<file path="config.mk">
export PLATFORM = sky130hd
export DESIGN_NAME = srt_core
export DESIGN_NICKNAME = d
export VERILOG_FILES = /design/src/shared/srt_pkg.sv /design/src/hw/srt_core.sv
export VERILOG_INCLUDE_DIRS = /design/src /design/src/shared
export SDC_FILE = /design/constraint.sdc
export NUM_CORES = 2
export LEC_CHECK = 0
export BUFFER_PORTS_ARGS = -buffer_cell sky130_fd_sc_hd__buf_4
export CORE_ASPECT_RATIO = 1.25
export CORE_MARGIN = 2
export CORE_UTILIZATION = 60
export DETAILED_ROUTE_END_ITERATION = 7
export PLACE_DENSITY = 0.84
export SLEW_MARGIN = 10
export SYNTH_ARGS = -nofsm -noshare
export SYNTH_HDL_FRONTEND = slang
export SYNTH_SLANG_ARGS = --single-unit
</file>
<file path="constraint.sdc">
create_clock -name clk -period 35.6 [get_ports clk]
set_input_delay 0 -clock clk [delete_from_list [all_inputs] [get_ports clk]]
set_output_delay 0 -clock clk [all_outputs]
set_load 0.1 [all_outputs]
</file>
<file path="src/shared/srt_consts.svh">
`ifndef SRT_CONSTS_SVH
`define SRT_CONSTS_SVH

// ==================== register offsets
`define SRT_OFS_INSTR   8'h00
`define SRT_OFS_CUR     8'h04
`define SRT_OFS_SAVED   8'h08
`define SRT_OFS_STAT    8'h0c
`define SRT_OFS_GPR     8'h40
// ==================== status word layout
`define SRT_IMPL_MASK   32'hf00000ff
`define SRT_FLAG_MASK   32'hf0000000
`define SRT_CUR_RESET   32'h000000d3
`define SRT_FLAG_N      31
`define SRT_FLAG_Z      30
`define SRT_FLAG_C      29
`define SRT_FLAG_V      28
// ==================== modes
`define SRT_MODE_USR    5'h10
`define SRT_MODE_FIQ    5'h11
`define SRT_MODE_IRQ    5'h12
`define SRT_MODE_SVC    5'h13
`define SRT_MODE_ABT    5'h17
`define SRT_MODE_UND    5'h1b
// ==================== status register bits
`define SRT_STAT_BUSY   0
`define SRT_STAT_ILL    1
`define SRT_STAT_SKIP   2
`define SRT_STAT_DONE   3
`define SRT_PC_IDX      4'hf
`endif

</file>
<file path="src/shared/srt_pkg.sv">
package srt_pkg;
  typedef enum logic [1:0] {
    SRT_IDLE = 2'b01,
    SRT_EXEC = 2'b10
  } srt_state_t;
  typedef enum logic [3:0] {
    SRT_OP_NONE  = 4'b0001,
    SRT_OP_READ  = 4'b0010,
    SRT_OP_WHOLE = 4'b0100,
    SRT_OP_FLAGS = 4'b1000
  } srt_op_t;
endpackage

</file>
<file path="src/hw/srt_core.sv">
// Our own choices: the register offsets and register access over Wishbone.
`include "srt_consts.svh"
module srt_core import srt_pkg::*; (
  // clock and reset
  input  wire logic        clk,
  input  wire logic        rst_n,
  // wishbone slave
  input  wire logic        wb_cyc_i,
  input  wire logic        wb_stb_i,
  input  wire logic        wb_we_i,
  input  wire logic [7:0]  wb_adr_i,
  input  wire logic [3:0]  wb_sel_i,
  input  wire logic [31:0] wb_dat_i,
  output logic      [31:0] wb_dat_o,
  output logic             wb_ack_o,
  // live current status word
  output logic      [31:0] cur_status_o
);

  // ==================== functions
  function automatic logic [2:0] bank_idx(input logic [4:0] m);
    case (m)
      `SRT_MODE_FIQ: bank_idx = 3'h0;
      `SRT_MODE_IRQ: bank_idx = 3'h1;
      `SRT_MODE_SVC: bank_idx = 3'h2;
      `SRT_MODE_ABT: bank_idx = 3'h3;
      `SRT_MODE_UND: bank_idx = 3'h4;
      default:       bank_idx = 3'h7;
    endcase
  endfunction

  function automatic logic cond_pass(input logic [3:0] c, input logic [3:0] f);
    logic n, z, cy, v;
    n  = f[3];
    z  = f[2];
    cy = f[1];
    v  = f[0];
    case (c)
      4'h0:    cond_pass = z;
      4'h1:    cond_pass = !z;
      4'h2:    cond_pass = cy;
      4'h3:    cond_pass = !cy;
      4'h4:    cond_pass = n;
      4'h5:    cond_pass = !n;
      4'h6:    cond_pass = v;
      4'h7:    cond_pass = !v;
      4'h8:    cond_pass = cy && !z;
      4'h9:    cond_pass = !cy || z;
      4'ha:    cond_pass = (n == v);
      4'hb:    cond_pass = (n != v);
      4'hc:    cond_pass = !z && (n == v);
      4'hd:    cond_pass = z || (n != v);
      4'he:    cond_pass = 1'b1;
      default: cond_pass = 1'b0;
    endcase
  endfunction

  function automatic logic [31:0] byte_merge(input logic [31:0] old_v,
                                             input logic [31:0] new_v,
                                             input logic [3:0]  sel);
    logic [31:0] r;
    r = old_v;
    for (int i = 0; i < 4; i++) begin
      if (sel[i]) begin
        r[i*8 +: 8] = new_v[i*8 +: 8];
      end
    end
    byte_merge = r;
  endfunction

  // ==================== reset release
  logic rst_s1_r, rst_s2_r;
  always_ff @(posedge clk or negedge rst_n) begin
    if (!rst_n) begin
      rst_s1_r <= 1'b0;
      rst_s2_r <= 1'b0;
    end else begin
      rst_s1_r <= 1'b1;
      rst_s2_r <= rst_s1_r;
    end
  end
  wire logic rst_sync_n = rst_s2_r;

  // ==================== state
  logic [31:0] cur_r;
  logic [31:0] saved_r [0:4];
  logic [31:0] gpr_r   [0:15];
  logic [31:0] instr_r;
  logic        ill_r, skip_r, done_r;
  srt_state_t  state_r, state_nxt;

  // ==================== bus decode
  wire logic       bus_req   = wb_cyc_i && wb_stb_i;
  wire logic       bus_wr    = bus_req && wb_we_i && wb_ack_o;
  wire logic       adr_gpr   = (wb_adr_i[7:6] == 2'b01);
  wire logic [3:0] adr_gidx  = wb_adr_i[5:2];
  wire logic       wr_instr  = bus_wr && (wb_adr_i == `SRT_OFS_INSTR) && (wb_sel_i == 4'hf);
  wire logic       wr_gpr    = bus_wr && adr_gpr;
  wire logic [2:0] cur_bank  = bank_idx(cur_r[4:0]);
  wire logic       has_saved = (cur_bank != 3'h7);
  wire logic [31:0] saved_rd = has_saved ? saved_r[cur_bank] : cur_r;
  wire logic [31:0] stat_rd  = {28'h0, done_r, skip_r, ill_r, (state_r == SRT_EXEC)};
  logic [31:0] rd_mux;
  always_comb begin
    rd_mux = 32'h0;
    if (adr_gpr) begin
      rd_mux = gpr_r[adr_gidx];
    end else begin
      case (wb_adr_i)
        `SRT_OFS_INSTR: rd_mux = instr_r;
        `SRT_OFS_CUR:   rd_mux = cur_r;
        `SRT_OFS_SAVED: rd_mux = saved_rd;
        `SRT_OFS_STAT:  rd_mux = stat_rd;
        default:        rd_mux = 32'h0;
      endcase
    end
  end

  // ==================== instruction decode
  wire logic [3:0]  i_cond  = instr_r[31:28];
  wire logic        i_imm   = instr_r[25];
  wire logic        i_saved = instr_r[22];
  wire logic [3:0]  i_rd    = instr_r[15:12];
  wire logic [3:0]  i_rm    = instr_r[3:0];
  wire logic [4:0]  i_rot2  = {instr_r[11:8], 1'b0};
  wire logic [31:0] i_imm8  = {24'h0, instr_r[7:0]};
  wire logic [31:0] imm_val = (i_imm8 >> i_rot2) | (i_imm8 << (6'd32 - {1'b0, i_rot2}));
  wire logic        is_read  = (instr_r[27:23] == 5'b00010) && (instr_r[21:16] == 6'h0f)
                               && (instr_r[11:0] == 12'h0);
  wire logic        is_whole = (instr_r[27:23] == 5'b00010) && (instr_r[21:12] == 10'h29f)
                               && (instr_r[11:4] == 8'h0) && !i_imm;
  wire logic        is_flags = (instr_r[27:26] == 2'b00) && (instr_r[24:23] == 2'b10)
                               && (instr_r[21:12] == 10'h28f)
                               && (i_imm || (instr_r[11:4] == 8'h0));
  srt_op_t op;
  always_comb begin
    op = SRT_OP_NONE;
    if (is_read) begin
      op = SRT_OP_READ;
    end else if (is_whole) begin
      op = SRT_OP_WHOLE;
    end else if (is_flags) begin
      op = SRT_OP_FLAGS;
    end
  end
  wire logic uses_pc = (op == SRT_OP_READ) ? (i_rd == `SRT_PC_IDX)
                     : (!i_imm && (i_rm == `SRT_PC_IDX));
  wire logic illegal = (op == SRT_OP_NONE) || uses_pc;
  wire logic passed  = cond_pass(i_cond, cur_r[31:28]);
  wire logic commit  = (state_r == SRT_EXEC) && !illegal && passed;
  wire logic        priv   = (cur_r[4:0] != `SRT_MODE_USR);
  wire logic [31:0] src    = (op == SRT_OP_FLAGS && i_imm) ? imm_val : gpr_r[i_rm];
  wire logic [31:0] src_fl = src & `SRT_FLAG_MASK;
  wire logic [31:0] src_im = src & `SRT_IMPL_MASK;

  // ==================== next status words
  logic [31:0] cur_nxt, sav_nxt;
  always_comb begin
    cur_nxt = cur_r;
    sav_nxt = saved_rd;
    if (op == SRT_OP_WHOLE) begin
      // user and system mode have no bank, so wr_saved drops a saved write there
      if (i_saved) begin
        sav_nxt = src_im;
      end else if (!priv) begin
        cur_nxt = (cur_r & ~`SRT_FLAG_MASK) | src_fl;
      end else begin
        cur_nxt = src_im;
      end
    end else if (op == SRT_OP_FLAGS) begin
      if (i_saved) begin
        sav_nxt = (saved_rd & ~`SRT_FLAG_MASK) | src_fl;
      end else begin
        cur_nxt = (cur_r & ~`SRT_FLAG_MASK) | src_fl;
      end
    end
  end
  wire logic        wr_saved = commit && i_saved && has_saved && (op != SRT_OP_READ);
  wire logic        wr_rd    = commit && (op == SRT_OP_READ);
  wire logic [31:0] rd_val   = i_saved ? saved_rd : cur_r;

  // ==================== sequencer
  always_comb begin
    state_nxt = state_r;
    case (state_r)
      SRT_IDLE: if (wr_instr) state_nxt = SRT_EXEC;
      SRT_EXEC: state_nxt = SRT_IDLE;
      default:  state_nxt = SRT_IDLE;
    endcase
  end

  // ==================== bus slave registers
  always_ff @(posedge clk or negedge rst_sync_n) begin
    if (!rst_sync_n) begin
      wb_ack_o <= 1'b0;
      wb_dat_o <= 32'h0;
    end else begin
      wb_ack_o <= bus_req && !wb_ack_o;
      wb_dat_o <= rd_mux;
    end
  end

  // ==================== sequencer register
  always_ff @(posedge clk or negedge rst_sync_n) begin
    if (!rst_sync_n) begin
      state_r <= SRT_IDLE;
    end else begin
      state_r <= state_nxt;
    end
  end

  // ==================== instruction latch
  // a write while executing is dropped, so the word never shifts under a commit
  wire logic take_instr = wr_instr && (state_r == SRT_IDLE);
  always_ff @(posedge clk or negedge rst_sync_n) begin
    if (!rst_sync_n) begin
      instr_r <= 32'h0;
    end else if (take_instr) begin
      instr_r <= wb_dat_i;
    end
  end

  // ==================== completion flags
  always_ff @(posedge clk or negedge rst_sync_n) begin
    if (!rst_sync_n) begin
      ill_r  <= 1'b0;
      skip_r <= 1'b0;
      done_r <= 1'b0;
    end else if (state_r == SRT_EXEC) begin
      ill_r  <= illegal;
      skip_r <= !illegal && !passed;
      done_r <= 1'b1;
    end else if (take_instr) begin
      done_r <= 1'b0;
    end
  end

  // ==================== current status word
  // the port copy is its own flop, so it never shows decode glitches
  always_ff @(posedge clk or negedge rst_sync_n) begin
    if (!rst_sync_n) begin
      cur_r        <= `SRT_CUR_RESET;
      cur_status_o <= `SRT_CUR_RESET;
    end else if (commit) begin
      cur_r        <= cur_nxt;
      cur_status_o <= cur_nxt;
    end
  end

  // ==================== saved status banks, one per banked mode: FIQ, IRQ, SVC, ABT, UND
  genvar gb;
  generate
    for (gb = 0; gb < 5; gb++) begin : g_bank
      wire logic bank_hit = wr_saved && (cur_bank == 3'(gb));
      always_ff @(posedge clk or negedge rst_sync_n) begin
        if (!rst_sync_n) begin
          saved_r[gb] <= 32'h0;
        end else if (bank_hit) begin
          saved_r[gb] <= sav_nxt;
        end
      end
    end
  endgenerate

  // ==================== general registers
  // a status read and a bus write never meet: the bus is held off by the ack timing
  genvar gr;
  generate
    for (gr = 0; gr < 16; gr++) begin : g_gpr
      wire logic rd_hit  = wr_rd && (i_rd == 4'(gr));
      wire logic bus_hit = wr_gpr && (adr_gidx == 4'(gr));
      always_ff @(posedge clk or negedge rst_sync_n) begin
        if (!rst_sync_n) begin
          gpr_r[gr] <= 32'h0;
        end else if (rd_hit) begin
          gpr_r[gr] <= rd_val;
        end else if (bus_hit) begin
          gpr_r[gr] <= byte_merge(gpr_r[gr], wb_dat_i, wb_sel_i);
        end
      end
    end
  endgenerate

endmodule // srt_core

</file>
==> flow_summary_export.csv <==
group,metric,value,unit
route,drc_errors,0,
logic_synthesis,synth_seq_area_share,0.454,
critical_path,worst-path-buf-inv,2,
clocking,cts_sinks,756,
route,viasPerCell,6.87,
global_route,use_met1,0.455,
logic_synthesis,syn-cell-area,0.0417,mm^2
clocking,cts_max_level,3,
critical_path,reg2reg_depth,8,
critical_path,path_delay_family,"simple AND/OR/NAND/NOR gates",
timing,min_period,4970,ps
floorplan,die_w,240,um
cells_and_area,fillers,4975,
place,place_hpwl,77.7,mm
logic_synthesis,synth_top_area_frac,0.450,
global_route,grt_pass1_vias,31600,
timing,setup_tns,0,ps
critical_path,slowest_stage,"nor4_4",
clocking,path_clk_slew,70,ps
place,place.gp.congestion,0.970,
power,clockPowerShare,0.463,
clocking,cts_tree,"built",
critical_path,worstPathMaxFanout,26,
timing,setup-violations-final,0,
critical_path,crit_path_end_kind,"register",
global_route,grt_pass1_wl,193,mm
power,peakVddDrop,30.8,uV
logic_synthesis,yosys_warnings,0,
clocking,root_buffer,"clkbuf_16",
floorplan,core,0.0691,mm^2
route,drt_iter0_drc,3640,
power,p_sw,0.413,mW
power,switching_share,0.234,
place,dpl_cell_area,0.0428,mm^2
timing,relSlewSlack,0.220,
logic_synthesis,yosys-top-cells-area,"dfrtp_1, mux2i_1, mux4_2",
global_route,grtUsageMet2,0.545,
critical_path,cp_slowest_stage_delay,980,ps
floorplan,placementRows,108,
route,ant_nets,0,
clocking,clk_latency,650,ps
route,dr_total_vias,30500,
logic_synthesis,synth_edf_count,0,
clocking,cts_buffer_depth,3,
status,status,"complete, no violations",
cells_and_area,drive_gt1_frac,0.173,
timing,rsz0062_at_grt,"false",
clocking,cts-buffers-inserted,73,
critical_path,cp.depth,8,
floorplan,fp.dieH,299,um
power,p_leak,22.2,nW
power,power_frac_comb,0.045,
global_route,antenna_found_initial,7,
floorplan,initial_core_util,0.604,
global_route,grt_max_degree,181,
logic_synthesis,ys_types,76,
logic_synthesis,synth_commonest_cells,"mux2i_1, dfrtp_1, nand2_1, mux4_2, o21ai_0",
cells_and_area,design_area,0.0457,mm^2
min_path,holdCritPathClass,"primary input to register",
timing,drv_slew,0,
critical_path,arrival,5530,ps
global_route,grt_overflow,0,
clocking,cts_resized,0,
route,first_pass_iters,6,
cells_and_area,fin_nets,3486,
global_route,grtUsageTotal,0.359,
floorplan,die_area,0.0716,mm^2
route,totalWireLength,127,mm
power,intPower,1.35,mW
critical_path,crit_path_start_kind,"register",
min_path,whs_path_depth,3,
timing,finalHoldViolCount,0,
global_route,gr-usage-met3,0.0902,
critical_path,cp_cell_sequence,"inv_1 > ha_1 > or4b_1 > nor4_2 > nand3_2 > nor4_4 > buf_4 > mux2i_1",
timing,post-route-period-util,0.140,
logic_synthesis,synth_most_common_cell,"mux2i_1",
timing,tightest_slew,1170,ps
timing,fmax,201,MHz
floorplan,ios,114,
power,p_per_area,38.6,mW/mm^2
cells_and_area,area_growth_syn_to_layout,9.56,%
logic_synthesis,synth_top_flop_cell,"dfrtp_1",
logic_synthesis,synth-seq-cells,756,
place,port_buffers,93,
critical_path,worstSetupPathType,"register to register",
logic_synthesis,syn_inst,3467,
global_route,busiest_layer,"met2",
power,p_seq_frac,0.493,
logic_synthesis,yosysTopAreaCell,"dfrtp_1",
job,drv_cap,0,
logic_synthesis,syn_avg_cell_area,12.0,um^2
critical_path,cp.required,36160,ps
timing,fin_skew,19.3,ps
route,avgRoutedWirePerCell,28.6,um
logic_synthesis,async_flop_share,1.00,
==> cell families after synthesis <==
family / after synthesis / share of synthesized area
flops: 756 / 0.454
mux: 1270 / 0.371
simple gates: 693 / 0.0780
other cells: 2 / 0.000180
compound gates: 380 / 0.0569
xor+xnor: 4 / 0.000841
buf+inv: 360 / 0.0380
fa+ha+maj: 2 / 0.000540
==> power groups by stage <==
stage          logic [mW]  clock network (mW)  registers [mW]
6_report           0.0788               0.814           0.867
5_1_grt            0.0839               0.852           0.867
4_1_cts            0.0785               0.817           0.867
3_5_place_dp       0.0747                   0           0.883
3_3_place_gp       0.0738                   0           0.883
2_1_floorplan      0.0447                   0           0.895
==> cell type report <==
type / count / area, um^2 / area share
diodes: 5 / 12.5 / 0.000274
clock buffers: 100 / 2080 / 0.0455
clock inverters: 29 / 369 / 0.00808
inverters: 31 / 116 / 0.00255
multi-input cells: 2370 / 21300 / 0.467
flip-flops and latches: 756 / 18900 / 0.415
well taps: 935 / 1170 / 0.0256
repair buffers: 204 / 1650 / 0.0360
==> per-stage QoR <==
| step | setup slack, ps | power (mW) | utilization | cells | hold slack (ps) |
|---|---|---|---|---|---|
| floorplan | 12980 | 0.940 | - | 3486 | -296 |
| global placement | 30800 | 0.957 | 0.620 | 4260 | -207 |
| detailed placement | 30740 | 0.958 | 0.620 | 4260 | -205 |
| CTS | 30730 | 1.76 | 0.661 | 4425 | 82.0 |
| global route | 30190 | 1.80 | 0.661 | 4427 | 162 |
| finish | 30630 | 1.76 | 0.661 | 4430 | 36.1 |
==> registers in the layout (all words and copies together) (netlist names), 2 cells and up <==
register  count
wb_dat_o     32
saved_r     160
state_r       2
instr_r      32
cur_r        12
gpr_r       512
==> routing by layer <==
metal / wire length, um / part of all wire / vias to the layer above
met2: 57700 / 0.46 / 1948
met5: 120 / 0.00095 / -
met4: 9910 / 0.078 / 8
met1: 45600 / 0.36 / 15300
li1: - / - / 12600
met3: 13200 / 0.10 / 659
==> placed cells by master, fill, tap and decap left out, drive strengths merged, types with 13 or more instances in the layout <==
master,instances
mux2i,1002
dfrtp,750
nand2,440
mux4,215
o21ai,210
buf,168
clkbuf,100
nor2,93
mux2,53
dlygate4sd3,36
inv,36
a21oi,34
nand2b,30
a22oi,28
nor3,23
conb,21
nor4,21
a22o,19
a2111oi,18
nor2b,18
clkinv,14
nand3,13
==> repair_timing <==
item                      4_1_cts  5_1_grt
hold buffers                   36        0
hold endpoints to repair      547        0
setup buffers                   0        0
==> worst register-to-register path: stages (launching register included) <==
cell and delay, ps:
dfrtp_1 710, inv_1 270, ha_1 300, or4b_1 540, nor4_2 350, nand3_2 710, nor4_4 990, buf_4 710
mux2i_1 310
==> final timing paths <==
path / start / endpoint / slack [ps]
max in group asynchronous: rst_s2_r / gpr_r[17] / 30920
hold reg to reg: rst_s1_r / rst_s2_r / 360
hold / removal: wb_adr_i[2] / wb_dat_o[30] / 40
setup reg to reg: instr_r[8] / gpr_r[293] / 30630
min in group asynchronous: rst_n / rst_s2_r / 220
setup / recovery: instr_r[8] / gpr_r[293] / 30630
(Power assumes the default switching activity.)
